`src/hw/eag_pkg.sv`:
```
package eag_pkg;

  // ************************************************************
  // addressing modes
  // ************************************************************
  typedef enum logic [3:0] {
    EAG_OPCODE_ONLY_MODE = 4'h0,
    EAG_LITERAL_OPERAND_MODE = 4'h1,
    EAG_SHORT_ABSOLUTE_MODE = 4'h2,
    EAG_LONG_ABSOLUTE_MODE = 4'h3,
    EAG_POINTER_NO_OFFSET_MODE = 4'h4,
    EAG_POINTER_BYTE_OFFSET_MODE = 4'h5,
    EAG_POINTER_WORD_OFFSET_MODE = 4'h6,
    EAG_BRANCH_OFFSET_MODE = 4'h7,
    EAG_BIT_MODIFY_MODE = 4'h8,
    EAG_BIT_TEST_BRANCH_MODE = 4'h9
  } eag_mode_e;

  // ************************************************************
  // constants
  // ************************************************************
  localparam logic [15:0] EAG_PC_STEP_1 = 16'h0001;
  localparam logic [15:0] EAG_PC_STEP_2 = 16'h0002;
  localparam logic [15:0] EAG_PC_STEP_3 = 16'h0003;
  localparam logic [7:0] EAG_ZERO_BYTE = 8'h00;
  localparam logic [15:0] EAG_PC_RESET = 16'h0000;
  localparam int EAG_BITNUM_LSB = 1;
  localparam int EAG_POLARITY_BIT = 0;

  // ************************************************************
  // request and result carriers
  // ************************************************************
  typedef struct packed {
    eag_mode_e mode;
    logic [7:0] opcode;
    logic [15:0] pc;
    logic [7:0] byte1;
    logic [7:0] byte2;
    logic [7:0] pointer;
    logic branch_cond;
    logic [7:0] tested_data;
    logic [7:0] flags;
  } eag_req_s;

  typedef struct packed {
    logic [15:0] operand_location;
    logic [15:0] next_pc;
    logic branch_taken;
    logic [7:0] condition_flags;
  } eag_res_s;

endpackage

```
`src/hw/eag_add16.sv`:
```
module eag_add16
  import eag_pkg::*;
(
  input wire logic [15:0] i_a,
  input wire logic [15:0] i_b,
  output logic [15:0] o_sum
);

  // carries past bit fifteen drop off: 16-bit address space wraps
  assign o_sum = i_a + i_b;

endmodule // eag_add16

```
`src/hw/eag_effective_address_generator.sv`:
```
// Notes on behaviour
// - opcode only: one byte, pc plus one
// - literal: location pc+1, pc plus two
// - short absolute: zero high, byte1 low
// - long absolute: byte1:byte2, pc plus three
// - pointer no offset: zero high, pointer low
// - pointer plus byte1, carry high, pc+2
// - byte1:byte2 plus pointer, pc plus three
// - branch: pc+2 plus signed offset if taken
// - bit modify: zero high, byte1 low, pc+2
// - bit test branch: pc+3 plus offset on match
// - bit test branch: tested bit copied to carry flag, taken or not
module eag_effective_address_generator
  import eag_pkg::*;
(
  input wire logic i_clk,
  input wire logic i_rst,
  input wire logic i_valid,
  input wire eag_req_s i_req,
  output logic o_valid,
  output eag_res_s o_res
);

  // ************************************************************
  // combinational address forming
  // ************************************************************
  logic [15:0] ptr_ext;
  logic [15:0] word_ofs;
  logic [15:0] ptr_word_sum;
  logic [15:0] ptr_byte_sum;
  logic [15:0] br_base;
  logic [15:0] br_ofs;
  logic [15:0] br_target;
  logic [15:0] lit_loc;
  logic [2:0] bit_num;
  logic tested_bit;
  logic bit_match;

  assign ptr_ext = {EAG_ZERO_BYTE, i_req.pointer};
  assign word_ofs = {i_req.byte1, i_req.byte2};
  assign bit_num = i_req.opcode[EAG_BITNUM_LSB +: 3];
  assign tested_bit = i_req.tested_data[bit_num];
  // polarity bit low means branch when set
  assign bit_match = tested_bit ^ i_req.opcode[EAG_POLARITY_BIT];

  eag_add16 u_ptr_word
  (
    .i_a(ptr_ext),
    .i_b(word_ofs),
    .o_sum(ptr_word_sum)
  );

  eag_add16 u_ptr_byte
  (
    .i_a(ptr_ext),
    .i_b({EAG_ZERO_BYTE, i_req.byte1}),
    .o_sum(ptr_byte_sum)
  );

  eag_add16 u_lit
  (
    .i_a(i_req.pc),
    .i_b(EAG_PC_STEP_1),
    .o_sum(lit_loc)
  );

  // base is the pc after the instruction: two or three bytes
  assign br_base = (i_req.mode == EAG_BIT_TEST_BRANCH_MODE) ?
                   i_req.pc + EAG_PC_STEP_3 : i_req.pc + EAG_PC_STEP_2;
  assign br_ofs = (i_req.mode == EAG_BIT_TEST_BRANCH_MODE) ?
                  {{8{i_req.byte2[7]}}, i_req.byte2} : {{8{i_req.byte1[7]}}, i_req.byte1};

  eag_add16 u_branch
  (
    .i_a(br_base),
    .i_b(br_ofs),
    .o_sum(br_target)
  );

  // ************************************************************
  // result registers
  // ************************************************************
  eag_res_s res_r;
  eag_res_s res_nxt;
  logic valid_r;
  logic valid_nxt;

  always_comb
  begin
    res_nxt = res_r;
    valid_nxt = i_valid;
    if (i_valid)
    begin
      res_nxt.branch_taken = 1'b0;
      res_nxt.condition_flags = i_req.flags;
      res_nxt.operand_location = 16'h0000;
      unique case (i_req.mode)
        EAG_OPCODE_ONLY_MODE:
        begin
          res_nxt.next_pc = i_req.pc + EAG_PC_STEP_1;
        end
        EAG_LITERAL_OPERAND_MODE:
        begin
          res_nxt.operand_location = lit_loc;
          res_nxt.next_pc = i_req.pc + EAG_PC_STEP_2;
        end
        EAG_SHORT_ABSOLUTE_MODE:
        begin
          res_nxt.operand_location = {EAG_ZERO_BYTE, i_req.byte1};
          res_nxt.next_pc = i_req.pc + EAG_PC_STEP_2;
        end
        EAG_LONG_ABSOLUTE_MODE:
        begin
          res_nxt.operand_location = word_ofs;
          res_nxt.next_pc = i_req.pc + EAG_PC_STEP_3;
        end
        EAG_POINTER_NO_OFFSET_MODE:
        begin
          res_nxt.operand_location = ptr_ext;
          res_nxt.next_pc = i_req.pc + EAG_PC_STEP_1;
        end
        EAG_POINTER_BYTE_OFFSET_MODE:
        begin
          res_nxt.operand_location = ptr_byte_sum;
          res_nxt.next_pc = i_req.pc + EAG_PC_STEP_2;
        end
        EAG_POINTER_WORD_OFFSET_MODE:
        begin
          res_nxt.operand_location = ptr_word_sum;
          res_nxt.next_pc = i_req.pc + EAG_PC_STEP_3;
        end
        EAG_BRANCH_OFFSET_MODE:
        begin
          res_nxt.branch_taken = i_req.branch_cond;
          res_nxt.next_pc = i_req.branch_cond ? br_target : br_base;
        end
        EAG_BIT_MODIFY_MODE:
        begin
          res_nxt.operand_location = {EAG_ZERO_BYTE, i_req.byte1};
          res_nxt.next_pc = i_req.pc + EAG_PC_STEP_2;
        end
        EAG_BIT_TEST_BRANCH_MODE:
        begin
          res_nxt.operand_location = {EAG_ZERO_BYTE, i_req.byte1};
          res_nxt.branch_taken = bit_match;
          res_nxt.next_pc = bit_match ? br_target : br_base;
          res_nxt.condition_flags[0] = tested_bit;
        end
        default:
        begin
          // illegal mode codes behave as a one-byte no-op
          res_nxt.next_pc = i_req.pc + EAG_PC_STEP_1;
        end
      endcase
    end
  end

  always_ff @(posedge i_clk)
  begin
    if (i_rst)
    begin
      res_r <= '{operand_location: 16'h0000, next_pc: EAG_PC_RESET,
                 branch_taken: 1'b0, condition_flags: 8'h00};
      valid_r <= 1'b0;
    end
    else
    begin
      res_r <= res_nxt;
      valid_r <= valid_nxt;
    end
  end

  assign o_res = res_r;
  assign o_valid = valid_r;

  // ************************************************************
  // checks
  // ************************************************************
  // sampled reset in antecedents: disable iff sees the released value
  property p_opcode_only;
    @(posedge i_clk) disable iff (i_rst)
    (!i_rst && i_valid && i_req.mode == EAG_OPCODE_ONLY_MODE) |=>
      o_valid && o_res.next_pc == $past(i_req.pc) + 16'h0001;
  endproperty
  a_opcode_only: assert property (p_opcode_only) else $error("pc step one wrong");

  property p_literal;
    @(posedge i_clk) disable iff (i_rst)
    (!i_rst && i_valid && i_req.mode == EAG_LITERAL_OPERAND_MODE) |=>
      o_res.operand_location == $past(i_req.pc) + 16'h0001 &&
      o_res.next_pc == $past(i_req.pc) + 16'h0002;
  endproperty
  a_literal: assert property (p_literal) else $error("literal location wrong");

  property p_short_abs;
    @(posedge i_clk) disable iff (i_rst)
    (!i_rst && i_valid &&
      (i_req.mode == EAG_SHORT_ABSOLUTE_MODE || i_req.mode == EAG_BIT_MODIFY_MODE))
      |=> o_res.operand_location[15:8] == 8'h00 &&
      o_res.operand_location[7:0] == $past(i_req.byte1);
  endproperty
  a_short_abs: assert property (p_short_abs) else $error("short location wrong");

  property p_long_abs;
    @(posedge i_clk) disable iff (i_rst)
    (!i_rst && i_valid && i_req.mode == EAG_LONG_ABSOLUTE_MODE) |=>
      o_res.operand_location == {$past(i_req.byte1), $past(i_req.byte2)} &&
      o_res.next_pc == $past(i_req.pc) + 16'h0003;
  endproperty
  a_long_abs: assert property (p_long_abs) else $error("long location wrong");

  property p_ptr_byte;
    @(posedge i_clk) disable iff (i_rst)
    (!i_rst && i_valid && i_req.mode == EAG_POINTER_BYTE_OFFSET_MODE) |=>
      o_res.operand_location <= 16'h01FE &&
      o_res.operand_location == 16'($past(i_req.pointer)) + 16'($past(i_req.byte1));
  endproperty
  a_ptr_byte: assert property (p_ptr_byte) else $error("byte offset sum wrong");

  property p_ptr_word;
    @(posedge i_clk) disable iff (i_rst)
    (!i_rst && i_valid && i_req.mode == EAG_POINTER_WORD_OFFSET_MODE) |=>
      o_res.operand_location == 16'({$past(i_req.byte1), $past(i_req.byte2)} +
      16'($past(i_req.pointer)));
  endproperty
  a_ptr_word: assert property (p_ptr_word) else $error("word offset sum wrong");

  property p_branch;
    @(posedge i_clk) disable iff (i_rst)
    (!i_rst && i_valid && i_req.mode == EAG_BRANCH_OFFSET_MODE && !i_req.branch_cond) |=>
      !o_res.branch_taken && o_res.next_pc == $past(i_req.pc) + 16'h0002;
  endproperty
  a_branch: assert property (p_branch) else $error("untaken branch pc wrong");

  property p_bit_carry;
    @(posedge i_clk) disable iff (i_rst)
    (!i_rst && i_valid && i_req.mode == EAG_BIT_TEST_BRANCH_MODE) |=>
      o_res.condition_flags[0] == $past(tested_bit) &&
      o_res.branch_taken == ($past(tested_bit) != $past(i_req.opcode[0]));
  endproperty
  a_bit_carry: assert property (p_bit_carry) else $error("tested bit carry wrong");

  c_taken_branch: cover property (@(posedge i_clk) disable iff (i_rst)
    i_valid && i_req.mode == EAG_BRANCH_OFFSET_MODE && i_req.branch_cond);
  c_bit_taken: cover property (@(posedge i_clk) disable iff (i_rst)
    i_valid && i_req.mode == EAG_BIT_TEST_BRANCH_MODE && bit_match);
  c_byte_carry: cover property (@(posedge i_clk) disable iff (i_rst)
    i_valid && i_req.mode == EAG_POINTER_BYTE_OFFSET_MODE && ptr_byte_sum[8]);

endmodule // eag_effective_address_generator

```
`config.mk`:
```
export PLATFORM = sky130hd
export DESIGN_NAME = eag_effective_address_generator
export DESIGN_NICKNAME = d
export VERILOG_FILES = /design/src/hw/eag_pkg.sv /design/src/hw/eag_add16.sv /design/src/hw/eag_effective_address_generator.sv
export SDC_FILE = /design/constraint.sdc
export NUM_CORES = 1
export LEC_CHECK = 0
export BUFFER_PORTS_ARGS = -buffer_cell sky130_fd_sc_hd__clkbuf_2
export CAP_MARGIN = 10
export CELL_PAD_IN_SITES_DETAIL_PLACEMENT = 1
export CELL_PAD_IN_SITES_GLOBAL_PLACEMENT = 2
export CORE_ASPECT_RATIO = 1.25
export CORE_UTILIZATION = 28
export CTS_CLUSTER_DIAMETER = 80
export DETAILED_ROUTE_END_ITERATION = 8
export GPL_TIMING_DRIVEN = 0
export PLACE_DENSITY = 0.74
export SKIP_LAST_GASP = 1
export SLEW_MARGIN = 20
export SYNTH_ARGS = -nofsm -noshare
export SYNTH_HDL_FRONTEND = slang
export SYNTH_SLANG_ARGS = --single-unit
```
`constraint.sdc`:
```
create_clock -name i_clk -period 4 [get_ports i_clk]
set_input_delay 0.6 -clock i_clk [delete_from_list [all_inputs] [get_ports i_clk]]
set_output_delay 0.6 -clock i_clk [all_outputs]
set_load 0.05 [all_outputs]
```
==> results.json <==
{
  "outcome": "finished, final reports clean",
  "critical_path.cell_chain": "clkbuf_2, inv_2, ha_2, a21oi_2, nor3_2, nor2_1, nor2_1, xor2_2, ha_1, and3_4, nor4b_1, a311o_1, a311oi_2, xnor2_1, a221o_1, a22o_1",
  "cts_root_buffer": "clkbuf_16",
  "ys.flop_type": "dfxtp_1",
  "whs_path_depth": 1,
  "crit_type": "input pin to flop",
  "io_pins": 114,
  "cts_tree": "built",
  "slowest_delay_ps": 410,
  "fin_crit_ps": 3910,
  "yosysSeqAreaShare_pct": 16.4,
  "vdd_drop_max_v": 0.000173,
  "grt_pass1_vias": 6054,
  "leakage_nw": 2.50,
  "finClkSkew_ps": 0,
  "place_hpwl_um": 17900,
  "antenna_cells": 0,
  "drc_errors": 0,
  "min_to": "o_res[12]",
  "r2r_cells": 5,
  "fp.dieH_um": 153,
  "synth_edf_count": 0,
  "clockBufferDepth": 2,
  "rrSetupSlack_ps": 2840,
  "worst_path_most_repeated_cell": "nor2_1",
  "grt_pass1_wl_um": 33800,
  "r2r_end": "o_res[34]",
  "grt_start_max_net_pins": 16,
  "final_net_count": 901,
  "synth.distinct_cells": 78,
  "slew_violations": 0,
  "crit_path_end_kind": "flop",
  "finalCritPeriodShare_pct": 97.8,
  "reg2reg_from": "o_res[34]",
  "arrival_ps": 4100,
  "die-area_um2": 18900,
  "cts.sinks": 42,
  "fin_util_pct": 34.5,
  "max_slew_margin_pct": 27.1,
  "required_ps": 4190,
  "vias": 5789,
  "core-area_um2": 18000,
  "worst_slack_ps": 86.4,
  "wl_per_cell_um": 21.6,
  "clk_pin_slew_ps": 70,
  "first_pass_iters": 5,
  "grt_antenna_before_repair": 0,
  "slowest_stage": "a311o_1",
  "area_growth_pct": 21.0,
  "port_buffers": 97,
  "power_density_nw_per_um2": 268,
  "wirelength_um": 22000,
  "power_mw": 1.66,
  "cts_buffers": 5,
  "mostFrequentLayoutCells": "nand2_1 (101), clkbuf_2 (99), nor2_1 (53)",
  "first_iter_violations": 368,
  "h-tree-depth": 2,
  "viasPerCell": 5.68,
  "critPathMaxFanout": 7,
  "grt_setup_unrepaired": "yes",
  "synth-warning-count": 0,
  "seqCellArea_um2": 841,
  "crit_start": "i_req[42]",
  "place_ws_ps": -749,
  "insertion_delay_ps": 290,
  "gp_congestion": 0.909,
  "start_util_pct": 28.5,
  "hold_viol_final": 0,
  "grt_use_total_pct": 23.5,
  "fp.dieW_um": 123,
  "holdBufCountCts": 0,
  "critPathLaunchType": "input pin",
  "syn_inst": 682,
  "synth.net_count": 793,
  "fillers": 2260,
  "holdCritPathClass": "flop to flop",
  "drive_gt1_share_pct": 22.1,
  "synth.avg_cell_area_um2": 7.53,
  "synthArstFlopShare_pct": 0,
  "ant_nets": 0,
  "multi_input_area_um2": 4150,
  "ys_ff_latch": 42,
  "syn-cell-area_um2": 5140,
  "worstMarginPinSlew_ps": 1080,
  "hp-start": "o_res[12]",
  "final_common_cell": "nand2_1",
  "fmax_mhz": 256,
  "drv_cap": 0,
  "grt_overflow": 0,
  "setup_viol": 0,
  "holdWs_ps": 452,
  "rows": 55
}
[power by group]
part | internal [mW] | leakage, nW | switching [mW]
logic | 0.268 | 2.09 | 0.494
registers | 0.442 | 0.344 | 0.0145
clock network | 0.235 | 0.0664 | 0.209
[critical path: cells and delay by family]
kind            cells  cell delay, ps
xor+xnor            2             380
simple gates        5             700
buf+inv             2             350
compound gates      5            1470
fa+ha+maj           2             590
[per-stage QoR]
stage | cells | setup TNS (ps) | instance area (um^2)
3_3_place_gp | 1007 | -1900 | 5910
3_5_place_dp | 1007 | -2490 | 5910
4_1_cts | 1015 | 0 | 6120
2_1_floorplan | 682 | 0 | 5140
6_report | 1019 | 0 | 6210
5_1_grt | 1019 | -36.0 | 6210
[cell usage after synthesis, drive strengths merged, types with 6 or more instances]
master | count | area [um^2]
nand2 | 102 | 385
nor2 | 53 | 199
a21oi | 51 | 263
o21ai | 44 | 224
dfxtp | 42 | 841
xnor2 | 38 | 333
xor2 | 37 | 332
ha | 36 | 450
nor3 | 25 | 130
buf | 23 | 131
clkbuf | 23 | 87.6
a21o | 13 | 105
nand3 | 13 | 65.1
a221oi | 11 | 134
a22oi | 11 | 82.6
o211ai | 11 | 87.6
mux2i | 10 | 113
nand4 | 10 | 62.6
o221ai | 10 | 87.6
inv | 9 | 33.8
a31oi | 8 | 50.1
a22o | 7 | 61.3
and3 | 7 | 48.8
a221o | 6 | 60.1
a222oi | 6 | 60.1
nor2b | 6 | 37.5
[worst max path at each step]
stage	cells after the start	slack, ps	to
2_1_floorplan	13	210	o_res[24]
3_3_place_gp	16	-690	o_res[24]
3_5_place_dp	16	-750	o_res[24]
4_1_cts	16	7	o_res[24]
5_1_grt	16	-40	o_res[24]
6_report	16	90	o_res[24]
[sequential cells by signal, summed over array words and instances (netlist names)]
| register | cells |
|---|---|
| o_res | 41 |
| o_valid | 1 |
[cells by family (layout without fill, tap and decap cells)]
| family | Yosys count | after routing | synth area share [%] |
|---|---|---|---|
| adders and majority gates | 39 | 39 | 9.94 |
| AOI/OAI and AO/OA | 214 | 214 | 29.9 |
| xor gates and xnor gates | 76 | 76 | 13.4 |
| buffers and inverters | 56 | 165 | 4.99 |
| DFF | 42 | 42 | 16.4 |
| muxes | 12 | 12 | 3.22 |
| and+or+nand+nor | 243 | 243 | 22.1 |
[cell type report]
type                       count  area share, %
sequential                    42           13.5
clock buffer                   5           2.01
timing repair buffer         102           8.42
tap                          228           4.59
inverter                      10          0.665
multi-input combinational    584           66.8
buffer                        45           3.61
clock inverter                 3          0.383
[layer usage]
layer	track usage (%)	up-vias	wire length (um)	share of wire, %
met4	9.93	0	823	3.7
met2	43.3	159	11400	52
met1	27.2	2859	9130	41
li1	-	2728	-	-
met5	0	-	0	0
met3	1.60	43	677	3.1
[timing repair]
action	4_1_cts	5_1_grt
resized for setup	11	21
endpoints found under the setup margin	5	4
pin swaps	2	6
buffers inserted	1	4
Power figures use the tool's default switching activity.
